`src/tgc_pkg.sv`:
```
/*
 * shared constants for the gated 16-bit timer/counter: register indexes,
 * control field positions, reset values and bus response codes.
 * assumes a 32-bit axi4-lite bus, one aligned word per register.
 */
package tgc_pkg;

  // ==========================================================
  // register indexes (byte address is four times the index)
  localparam logic [7:0] IDX_INT_CTRL = 8'h0b;
  localparam logic [7:0] IDX_PERIPH_FLAGS = 8'h0c;
  localparam logic [7:0] IDX_COUNT_LOW = 8'h0e;
  localparam logic [7:0] IDX_COUNT_HIGH = 8'h0f;
  localparam logic [7:0] IDX_TIMER_CTRL = 8'h10;
  localparam logic [7:0] IDX_PERIPH_IRQ_EN = 8'h8c;
  localparam int ADDR_W = 10;

  // ==========================================================
  // timer_control fields
  localparam int CTL_RUN = 0;
  localparam int CTL_CLK_SRC = 1;
  localparam int CTL_SYNC_N = 2;
  localparam int CTL_LP_OSC = 3;
  localparam int CTL_PS_LO = 4;
  localparam int CTL_PS_HI = 5;
  localparam int CTL_GATE_EN = 6;
  localparam logic [7:0] CTL_MASK = 8'h7f;
  localparam logic [7:0] CTL_RESET = 8'h00;

  // ==========================================================
  // flag, enable and interrupt control fields
  localparam int FLG_OVERFLOW = 0;
  localparam int IEN_OVERFLOW = 0;
  localparam int INT_GLOBAL = 7;
  localparam int INT_PERIPH = 6;
  localparam logic [7:0] INT_MASK = 8'hc0;
  localparam logic [7:0] REG_RESET = 8'h00;

  // ==========================================================
  // timing and bus codes
  localparam int INSTR_DIV = 4;
  localparam logic [15:0] COUNT_MAX = 16'hffff;
  localparam logic [1:0] RESP_OKAY = 2'h0;
  localparam logic [1:0] RESP_SLVERR = 2'h2;

  typedef enum logic [1:0] {
    TGC_WR_IDLE = 2'h1,
    TGC_WR_RESP = 2'h2
  } tgc_wr_state_t;

endpackage

```
`src/tgc_timer.sv`:
```
/*
 * gated 16-bit timer/counter with two-bit prescaler, axi4-lite slave.
 * assumes resetn_in is the power-on/brown-out reset; other resets of the
 * chip never reach this block. pins arrive asynchronously.
 */
// Design decision made here: register access over AXI4-Lite.
`timescale 1ns/1ps
module tgc_timer (
  // clock and reset
  input wire logic clk_in,
  input wire logic resetn_in,
  // axi4-lite write
  input wire logic [tgc_pkg::ADDR_W-1:0] s_axi_awaddr_in,
  input wire logic s_axi_awvalid_in,
  output logic s_axi_awready_out,
  input wire logic [31:0] s_axi_wdata_in,
  input wire logic [3:0] s_axi_wstrb_in,
  input wire logic s_axi_wvalid_in,
  output logic s_axi_wready_out,
  output logic [1:0] s_axi_bresp_out,
  output logic s_axi_bvalid_out,
  input wire logic s_axi_bready_in,
  // axi4-lite read
  input wire logic [tgc_pkg::ADDR_W-1:0] s_axi_araddr_in,
  input wire logic s_axi_arvalid_in,
  output logic s_axi_arready_out,
  output logic [31:0] s_axi_rdata_out,
  output logic [1:0] s_axi_rresp_out,
  output logic s_axi_rvalid_out,
  input wire logic s_axi_rready_in,
  // pins and configuration
  input wire logic ext_count_clock_in,
  input wire logic lp_osc_clock_in,
  input wire logic gate_in_n_in,
  input wire logic cfg_rc_no_clkout_in,
  input wire logic sleep_in,
  // status
  output logic lp_osc_run_out,
  output logic irq_out
);
  import tgc_pkg::*;

  // ==========================================================
  // registers
  logic [7:0] ctl_reg, int_ctrl_reg, aw_idx_reg, w_data_reg;
  logic flag_reg, irq_en_reg, pend_reg, lp_osc_reg, rd_ctl_reg;
  logic [15:0] count_reg;
  logic [1:0] div_reg, bresp_reg, rresp_reg;
  tgc_wr_state_t wr_state_reg;
  logic aw_have_reg, w_have_reg, w_lane_reg, bvalid_reg, rvalid_reg;
  logic [31:0] rdata_reg;
  // combinational
  logic [3:0] pin_level, pin_rise;
  logic cfg_q, gate_q, lp_active, ext_rise, instr_tick, src_tick;
  logic count_en, inc, wrap, wr_fire, wr_low, wr_high, rd_hit;
  logic [7:0] rd_idx, rd_value;
  function automatic logic is_mapped(input logic [7:0] idx);
    return idx == IDX_INT_CTRL || idx == IDX_PERIPH_FLAGS ||
      idx == IDX_COUNT_LOW || idx == IDX_COUNT_HIGH ||
      idx == IDX_TIMER_CTRL || idx == IDX_PERIPH_IRQ_EN;
  endfunction
  function automatic logic [7:0] idx_of(input logic [ADDR_W-1:0] addr);
    return addr[ADDR_W-1:2];
  endfunction

  // ==========================================================
  // pin synchronisers
  // two-flop sync
  tgc_sync #(.W(4)) u_sync (
    .clk_in(clk_in),
    .resetn_in(resetn_in),
    .pin_in({cfg_rc_no_clkout_in, gate_in_n_in, lp_osc_clock_in,
      ext_count_clock_in}),
    .level_out(pin_level),
    .rise_out(pin_rise)
  );

  assign cfg_q = pin_level[3];
  assign gate_q = pin_level[2];

  // ==========================================================
  // clock source selection
  // oscillator gated by config
  assign lp_active = ctl_reg[CTL_LP_OSC] && cfg_q;
  // lp oscillator replaces the count pin when active
  assign ext_rise = lp_active ? pin_rise[1] : pin_rise[0];

  always_ff @(posedge clk_in) begin
    if (!resetn_in) begin
      lp_osc_reg <= 1'b0;
    end else begin
      lp_osc_reg <= lp_active;
    end
  end

  always_ff @(posedge clk_in) begin
    if (!resetn_in) begin
      div_reg <= 2'h0;
    end else begin
      div_reg <= div_reg + 2'h1;
    end
  end
  // core clock is stopped during sleep, so no instruction cycles
  assign instr_tick = (div_reg == 2'(INSTR_DIV - 1)) && !sleep_in;
  always_ff @(posedge clk_in) begin
    if (!resetn_in) begin
      pend_reg <= 1'b0;
    end else begin
      // stale edges from other modes must not leak into synced counting
      pend_reg <= ctl_reg[CTL_CLK_SRC] && !ctl_reg[CTL_SYNC_N] &&
        (ext_rise || (pend_reg && !instr_tick));
    end
  end

  always_comb begin
    if (!ctl_reg[CTL_CLK_SRC]) begin
      src_tick = instr_tick;
    end else if (ctl_reg[CTL_SYNC_N]) begin
      src_tick = ext_rise;
    end else begin
      src_tick = pend_reg && instr_tick;
    end
  end

  assign count_en = ctl_reg[CTL_RUN] &&
    (!ctl_reg[CTL_GATE_EN] || !gate_q);

  tgc_prescaler u_presc (
    .clk_in(clk_in),
    .resetn_in(resetn_in),
    .clear_in(wr_low || wr_high),
    .ratio_in(ctl_reg[CTL_PS_HI:CTL_PS_LO]),
    .tick_in(src_tick && count_en),
    .tick_out(inc)
  );

  // ==========================================================
  // count and overflow
  assign wrap = inc && count_reg == COUNT_MAX;

  always_ff @(posedge clk_in) begin
    if (!resetn_in) begin
      count_reg <= 16'h0000;
    end else if (wr_low) begin
      count_reg[7:0] <= w_data_reg;
    end else if (wr_high) begin
      count_reg[15:8] <= w_data_reg;
    end else if (inc) begin
      count_reg <= count_reg + 16'h1;
    end
  end

  always_ff @(posedge clk_in) begin
    if (!resetn_in) begin
      flag_reg <= 1'b0;
    end else if (wrap) begin
      flag_reg <= 1'b1;
    end else if (wr_fire && aw_idx_reg == IDX_PERIPH_FLAGS) begin
      flag_reg <= w_data_reg[FLG_OVERFLOW];
    end
  end

  assign irq_out = flag_reg && irq_en_reg &&
    int_ctrl_reg[INT_GLOBAL] && int_ctrl_reg[INT_PERIPH];
  assign lp_osc_run_out = lp_osc_reg;

  // ==========================================================
  // control registers
  assign wr_fire = aw_have_reg && w_have_reg &&
    wr_state_reg == TGC_WR_IDLE && w_lane_reg;
  assign wr_low = wr_fire && aw_idx_reg == IDX_COUNT_LOW;
  assign wr_high = wr_fire && aw_idx_reg == IDX_COUNT_HIGH;

  always_ff @(posedge clk_in) begin
    if (!resetn_in) begin
      ctl_reg <= CTL_RESET;
    end else if (wr_fire && aw_idx_reg == IDX_TIMER_CTRL) begin
      ctl_reg <= w_data_reg & CTL_MASK;
    end
  end

  always_ff @(posedge clk_in) begin
    if (!resetn_in) begin
      int_ctrl_reg <= REG_RESET;
      irq_en_reg <= 1'b0;
    end else if (wr_fire) begin
      if (aw_idx_reg == IDX_INT_CTRL) begin
        int_ctrl_reg <= w_data_reg & INT_MASK;
      end
      if (aw_idx_reg == IDX_PERIPH_IRQ_EN) begin
        irq_en_reg <= w_data_reg[IEN_OVERFLOW];
      end
    end
  end

  // ==========================================================
  // axi4-lite write channel
  assign s_axi_awready_out = !aw_have_reg && wr_state_reg == TGC_WR_IDLE;
  assign s_axi_wready_out = !w_have_reg && wr_state_reg == TGC_WR_IDLE;

  always_ff @(posedge clk_in) begin
    if (!resetn_in) begin
      wr_state_reg <= TGC_WR_IDLE;
      aw_have_reg <= 1'b0;
      w_have_reg <= 1'b0;
      aw_idx_reg <= 8'h00;
      w_data_reg <= 8'h00;
      w_lane_reg <= 1'b0;
      bvalid_reg <= 1'b0;
      bresp_reg <= RESP_OKAY;
    end else begin
      if (s_axi_awvalid_in && s_axi_awready_out) begin
        aw_have_reg <= 1'b1;
        aw_idx_reg <= idx_of(s_axi_awaddr_in);
      end
      if (s_axi_wvalid_in && s_axi_wready_out) begin
        w_have_reg <= 1'b1;
        w_data_reg <= s_axi_wdata_in[7:0];
        w_lane_reg <= s_axi_wstrb_in[0];
      end
      unique case (wr_state_reg)
        TGC_WR_IDLE: begin
          if (aw_have_reg && w_have_reg) begin
            wr_state_reg <= TGC_WR_RESP;
            bvalid_reg <= 1'b1;
            bresp_reg <= is_mapped(aw_idx_reg) ? RESP_OKAY : RESP_SLVERR;
          end
        end
        TGC_WR_RESP: begin
          if (s_axi_bready_in) begin
            wr_state_reg <= TGC_WR_IDLE;
            bvalid_reg <= 1'b0;
            aw_have_reg <= 1'b0;
            w_have_reg <= 1'b0;
          end
        end
        default: begin
          wr_state_reg <= TGC_WR_IDLE;
        end
      endcase
    end
  end

  assign s_axi_bvalid_out = bvalid_reg;
  assign s_axi_bresp_out = bresp_reg;

  // ==========================================================
  // axi4-lite read channel
  assign s_axi_arready_out = !rvalid_reg;
  assign rd_idx = idx_of(s_axi_araddr_in);
  assign rd_hit = is_mapped(rd_idx);

  always_comb begin
    unique case (rd_idx)
      IDX_INT_CTRL: rd_value = int_ctrl_reg;
      IDX_PERIPH_FLAGS: rd_value = {7'h00, flag_reg};
      IDX_COUNT_LOW: rd_value = count_reg[7:0];
      IDX_COUNT_HIGH: rd_value = count_reg[15:8];
      IDX_TIMER_CTRL: rd_value = ctl_reg & CTL_MASK;
      IDX_PERIPH_IRQ_EN: rd_value = {7'h00, irq_en_reg};
      default: rd_value = 8'h00;
    endcase
  end

  always_ff @(posedge clk_in) begin
    if (!resetn_in) begin
      rvalid_reg <= 1'b0;
      rdata_reg <= 32'h0;
      rresp_reg <= RESP_OKAY;
      rd_ctl_reg <= 1'b0;
    end else if (s_axi_arvalid_in && s_axi_arready_out) begin
      rvalid_reg <= 1'b1;
      rdata_reg <= {24'h0, rd_value};
      rresp_reg <= rd_hit ? RESP_OKAY : RESP_SLVERR;
      rd_ctl_reg <= rd_idx == IDX_TIMER_CTRL;
    end else if (s_axi_rready_in) begin
      rvalid_reg <= 1'b0;
    end
  end

  assign s_axi_rvalid_out = rvalid_reg;
  assign s_axi_rdata_out = rdata_reg;
  assign s_axi_rresp_out = rresp_reg;
endmodule

```
`src/tgc_sync.sv`:
```
/*
 * two-stage synchroniser with rising-edge detect, one bit per lane.
 * assumes inputs are asynchronous pins; only the second stage is used.
 */
`timescale 1ns/1ps
module tgc_sync #(
  parameter int W = 1
) (
  // clock and reset
  input wire logic clk_in,
  input wire logic resetn_in,
  // pins
  input wire logic [W-1:0] pin_in,
  // synchronised view
  output logic [W-1:0] level_out,
  output logic [W-1:0] rise_out
);

  logic [W-1:0] meta_reg;
  logic [W-1:0] level_reg;
  logic [W-1:0] last_reg;

  always_ff @(posedge clk_in) begin
    if (!resetn_in) begin
      meta_reg <= '0;
      level_reg <= '0;
      last_reg <= '0;
    end else begin
      meta_reg <= pin_in;
      level_reg <= meta_reg;
      last_reg <= level_reg;
    end
  end

  assign level_out = level_reg;
  assign rise_out = level_reg & ~last_reg;

endmodule

```
`src/tgc_prescaler.sv`:
```
/*
 * two-bit prescaler: passes every 1st, 2nd, 4th or 8th tick.
 * assumes tick_in is a one-cycle enable on the system clock.
 */
`timescale 1ns/1ps
module tgc_prescaler (
  // clock and reset
  input wire logic clk_in,
  input wire logic resetn_in,
  // control
  input wire logic clear_in,
  input wire logic [1:0] ratio_in,
  // ticks
  input wire logic tick_in,
  output logic tick_out
);

  logic [2:0] cnt_reg;
  logic [2:0] mask;

  assign mask = 3'((4'h1 << ratio_in) - 4'h1);
  assign tick_out = tick_in && ((cnt_reg & mask) == mask);

  always_ff @(posedge clk_in) begin
    if (!resetn_in || clear_in) begin
      cnt_reg <= 3'h0;
    end else if (tick_in) begin
      cnt_reg <= cnt_reg + 3'h1;
    end
  end
endmodule

```
`config.mk`:
```
export PLATFORM = sky130hd
export DESIGN_NAME = tgc_timer
export DESIGN_NICKNAME = d
export VERILOG_FILES = /design/src/tgc_pkg.sv /design/src/tgc_timer.sv /design/src/tgc_sync.sv /design/src/tgc_prescaler.sv
export SDC_FILE = /design/constraint.sdc
export NUM_CORES = 1
export LEC_CHECK = 0
export BUFFER_PORTS_ARGS = -buffer_cell sky130_fd_sc_hd__buf_2
export CAP_MARGIN = 0
export CORE_MARGIN = 10
export CORE_UTILIZATION = 50
export CTS_BUF_LIST = sky130_fd_sc_hd__clkbuf_16
export CTS_CLUSTER_DIAMETER = 120
export CTS_CLUSTER_SIZE = 20
export DETAILED_ROUTE_END_ITERATION = 16
export PLACE_DENSITY = 0.83
export SLEW_MARGIN = 20
export SYNTH_ARGS = -nofsm -noshare
export SYNTH_HDL_FRONTEND = slang
export SYNTH_SLANG_ARGS = --single-unit
```
`constraint.sdc`:
```
create_clock -name clk_in -period 2.5 [get_ports clk_in]
set_clock_uncertainty 0.1 [all_clocks]
set_input_delay 0 -clock clk_in [delete_from_list [all_inputs] [get_ports clk_in]]
set_output_delay 0 -clock clk_in [all_outputs]
set_load 0.02 [all_outputs]
```
## After elaboration in Yosys (flattened, before gate mapping)

Index checks and enable logic that the tools add are counted.
W data, S select, Z words.

| word-level totals | value |
|---|---|
| flip-flop bits (word level) | 79 |
| latch bits | 0 |
| RAM bits | 0 |
| ROM bits | 0 |
| input port bits | 68 |
| output and inout bits | 43 |
| logic and storage cells | 139 |
| memories | 0 |

| operators by class | value |
|---|---|
| add/subtract/negate cells | 4 |
| $mul | 0 |
| div/mod/pow operators | 0 |
| order comparisons | 0 |
| equality and inequality tests | 20 |
| shift-type cells | 1 |
| mux-type cells | 26 |
| bitwise logic cells | 4 |
| reductions and logical operators | 60 |

Operators with widths:

| kind | number |
|---|---|
| $eq A8 B4 Y1 const B | 8 |
| $pmux W8 S6 | 1 |
| $logic_and A1 B1 Y1 | 25 |
| $mux W8 | 3 |
| $add A16 B1 Y16 const B | 1 |
| $eq A16 B16 Y1 const B | 1 |
| $eq A8 B5 Y1 const B | 2 |
| $eq A8 B8 Y1 const B | 2 |
| $mux W16 | 1 |
| $mux W1 | 15 |
| $logic_or A1 B1 Y1 | 14 |
| $reduce_and A2 Y1 | 6 |
| $reduce_bool A2 Y1 | 5 |
| $logic_not A1 Y1 | 9 |
| $mux W2 | 4 |
| $ne A2 B2 Y1 const B | 3 |
| $eq A2 B2 Y1 const B | 2 |
| $pmux W2 S2 | 1 |
| $add A3 B1 Y3 const B | 1 |
| $and A3 B3 Y3 | 1 |
| $eq A3 B3 Y1 | 1 |
| $reduce_and A3 Y1 | 1 |
| $shl A1 B2 Y3 const A | 1 |
| $sub A3 B1 Y3 const B | 1 |
| other kinds (6) | 6 |

## Longest topological paths before layout

| logic depth | value |
|---|---|
| depth after elaboration | 10 |
| depth in mapped cells | 8 |
| depth with buffers taken out | 7 |

## By module

A second synthesis with hierarchy kept.

| unflattened totals | value |
|---|---|
| cell total of the unflattened synthesis | 426 |
| area, all modules | 3809.9 µm² |

By module, submodules not included:

| module | times used | cells each | area an instance (µm²) | sequential area each (µm²) |
|---|---|---|---|---|
| tgc_timer | 1 | 380 | 3293.2 | 1281.2 |
| tgc_sync | 1 | 29 | 361.6 | 240.2 |
| tgc_prescaler | 1 | 17 | 155.1 | 60.1 |

## Worst setup path before layout

Ideal clock, no wire load.

| path | value |
|---|---|
| path kind | flip-flop to flip-flop |
| from | register aw_idx_reg[5] |
| to | register ctl_reg[4] |
| library setup time | 128 ps |
| arrival time | 1915 ps |
| required time | 2272 ps |
| slack | 357 ps |
| stages on the path, launching flop included | 6 |
| buffers on the path | 0 |
| clock period less this slack | 2143 ps |
| path through | dfxtp_1 -> or3_4 -> or4b_4 -> nor4_4 -> mux2i_1 -> nor2_1 |

| on the way | value |
|---|---|
| longest elaborated chain between the ends | 2 |

RTL lines:

| item | RTL line | source |
|---|---|---|
| start: declaration | tgc_timer.sv:45 | `logic [7:0] ctl_reg, int_ctrl_reg, aw_idx_reg, w_data_reg;` |
| start signal: assignment | tgc_timer.sv:214 | `aw_idx_reg <= idx_of(s_axi_awaddr_in);` |
| $eq A8 B5 Y1 | tgc_timer.sv:177 | `end else if (wr_fire && aw_idx_reg == IDX_TIMER_CTRL) begin` |
| $logic_and A1 B1 Y1 | tgc_timer.sv:177 |  |
| end signal: assignment | tgc_timer.sv:178 | `ctl_reg <= w_data_reg & CTL_MASK;` |
| end: declaration | tgc_timer.sv:45 |  |

Every way passes these cells.
A chain may end at the register's enable or synchronous reset.

## Final worst setup path

| path | value |
|---|---|
| from | register ctl_reg[3] |
| to | register count_reg[13] |

| on the way | value |
|---|---|
| longest elaborated chain between the ends | 8 |

RTL lines:

| item | RTL line | source |
|---|---|---|
| $logic_and A1 B1 Y1 | tgc_timer.sv:84 | `assign lp_active = ctl_reg[CTL_LP_OSC] && cfg_q;` |
| $mux W1 | tgc_timer.sv:86 | `assign ext_rise = lp_active ? pin_rise[1] : pin_rise[0];` |
| $mux W1 | tgc_timer.sv:118 | `end else if (ctl_reg[CTL_SYNC_N]) begin` |
| $mux W1 | tgc_timer.sv:116 | `if (!ctl_reg[CTL_CLK_SRC]) begin` |
| $logic_and A1 B1 Y1 | tgc_timer.sv:133 | `.tick_in(src_tick && count_en),` |
| $logic_and A1 B1 Y1 | tgc_prescaler.sv:22 | `assign tick_out = tick_in && ((cnt_reg & mask) == mask);` |
| $reduce_bool A2 Y1 (no source line) | -- |  |
| $reduce_and A2 Y1 (no source line) | -- |  |
| end signal: assignment | tgc_timer.sv:147 | `count_reg[15:8] <= w_data_reg;` |
| end signal: assignment | tgc_timer.sv:149 | `count_reg <= count_reg + 16'h1;` |
| end: declaration | tgc_timer.sv:47 | `logic [15:0] count_reg;` |

Every way passes these cells.

==> impl_metrics.tcl <==
set metrics [dict create \
    root_buffer "clkbuf_16" \
    layout_setup_ws_ns 0.168 \
    crit_path_start_kind "register" \
    largest_reg_flops 16 \
    post_cts_buffers 0 \
    num_rows 31 \
    min_period_ns 2.33 \
    syn_avg_cell_area_um2 8.35 \
    synth_top_area_share 0.414 \
    start_util 0.513 \
    grt_antenna_before_repair 0 \
    layout_common_cells "77 x dfxtp_1, 55 x nor2_1, 53 x buf_2" \
    insertion_delay_ns 0.34 \
    remaining_drc_errors 0 \
    yosys-top-cells-area "dfxtp_1 41%, nor2_1 5.5%, buf_4 5.2%, nand2_1 5.1%, mux2i_1 5.1%" \
    grt_pass1_wl_mm 16.5 \
    maxCapViolCount 0 \
    ys.flop_type "dfxtp_1" \
    peakVddDrop_uv 543 \
    crit_fanout 10 \
    wirelength_mm 10.1 \
    clk_pin_slew_ns 0.06 \
    crit_path_end_kind "register" \
    grt_pass1_vias 3396 \
    postSynthCellCount 446 \
    grt.overflow.total 0 \
    hold_depth 4 \
    ant_nets 0 \
    drt-initial-drc-count 343 \
    place_inst 592 \
    yosysSeqAreaShare 0.414 \
    ctsResizeCount 0 \
    wire_per_inst_um 15.9 \
    hpwl_mm 7.15 \
    rr_worst_depth 7 \
    core_area_um2 7250 \
    antenna_cells 0 \
    vias 3559 \
    worstSetupPathType "reg2reg" \
    finalHoldViolations 0 \
    final_common_cell "dfxtp_1" \
    syn2layout_area_growth_pct 23.1 \
    final_max_slew_viol_count 0 \
    period_share 0.933 \
    p_per_area_nw_per_um2 610 \
    ys_ff_latch 77 \
    htree_num_levels 3 \
    finalSetupTns_ns 0 \
    max_freq_mhz 429 \
    drtPass1Iterations 4 \
    ys_types 53 \
    syn-cell-area_um2 3720 \
    die_h_um 106 \
    nets 602 \
    clk_path_buf_depth 2 \
    gp_congestion 0.923 \
    worst_ep_required_time_ns 2.66 \
    worst_pin_slew_ns 0.544 \
    status "finished, final reports clean" \
    grt_max_degree 30 \
    dpl_worst_slack_ns 0.274 \
    hold_path_class "in2reg" \
    cts.sink_count 77 \
    yosysWarnings 0 \
    synth_top_cell_by_area "dfxtp_1" \
    port_buffers 53 \
    slew_headroom 0.636 \
    worstPathArrival_ns 2.50 \
    vias_per_cell 5.60 \
    cts_tree "yes" \
    layout.cells.non_filler 635 \
    finalSetupViolCount 0 \
    dieArea_um2 11300 \
    io_pins 111 \
    rsz0062_at_grt "false" \
    p_leak_nw 1.84 \
    synth_edf_count 0 \
    grt_usage 0.178 \
    cts-buffers-inserted 9 \
    async_flop_share 0 \
    drive_above_1_share 0.166 \
    die_x_um 106 \
]
-- critical path, stage by stage (launching register included) --
cell and delay (ns):
dfxtp_1 0.35, and4b_1 0.23, a211oi_1 0.19, and4b_1 0.36, buf_4 0.21, a31oi_2 0.47
o21ai_0 0.18, a21oi_1 0.14
-- area by class of cell --
type                       count  area (um2)
sequential                    77        1540
timing repair buffer          91         618
tap                           99         124
clock inverter                 7        55.1
fill                         603        2670
clock buffer                   9         225
multi-input combinational    346        2000
inverter                       6        22.5
-- report_power, final --
group          switching [mW]  internal, mW  leakage [nW]  total (mW)
Combinational           0.163         0.111          1.08       0.274
Sequential             0.0420          1.27         0.627        1.31
Clock                   0.531         0.682         0.134        1.21
-- Yosys cell counts, types with 6 or more instances --
cell / count
a31oi_1: 6
mux2i_1: 19
nand3_1: 15
nand2_1: 51
dfxtp_1: 77
clkbuf_1: 16
a222oi_1: 6
buf_4: 26
o21ai_0: 24
nor2_1: 55
nand4_1: 8
and2_1: 15
and3_1: 9
nand2b_1: 6
a21oi_1: 35
-- worst paths after layout --
check | startpoint | endpoint | slack [ns]
min reg2reg | div_reg[0] | div_reg[0] | 0.33
min | sleep_in | pend_reg | 0.02
max reg2reg | ctl_reg[3] | count_reg[13] | 0.17
max | ctl_reg[3] | count_reg[13] | 0.17
-- kinds of logic after synthesis --
group                      synth area share
and+or+nand+nor                       0.274
AOI/OAI and AO/OA                     0.155
DFF                                   0.414
buffers and inverters                0.0746
muxes                                0.0571
xor gates and xnor gates             0.0141
adders and majority gates            0.0101
other                               0.00101
-- stage by stage --
step	utilization	hold WS, ns	area [um2]	power (mW)
after floorplan	-	-0.000976	3820	1.51
after global placement	0.556	0.0889	4030	1.55
after detailed placement	0.556	0.0989	4030	1.56
after CTS	0.632	0.0137	4580	2.80
after global routing	0.632	0.0645	4580	2.90
final	0.632	0.0229	4580	2.79
-- routing by layer --
layer	share of wire	GRT usage	wire length [um]	vias up
li1	-	-	-	1717
met1	0.40	0.204	4000	1635
met2	0.47	0.289	4730	187
met3	0.11	0.0749	1160	20
met4	0.021	0.0667	212	0
met5	0	0	0	-
-- timing repair --
item,4_1_cts,5_1_grt
hold endpoints to repair,28,0
hold buffers,27,0
endpoints found under the setup margin,0,0
No activity file was read; power rests on OpenSTA's default activity.
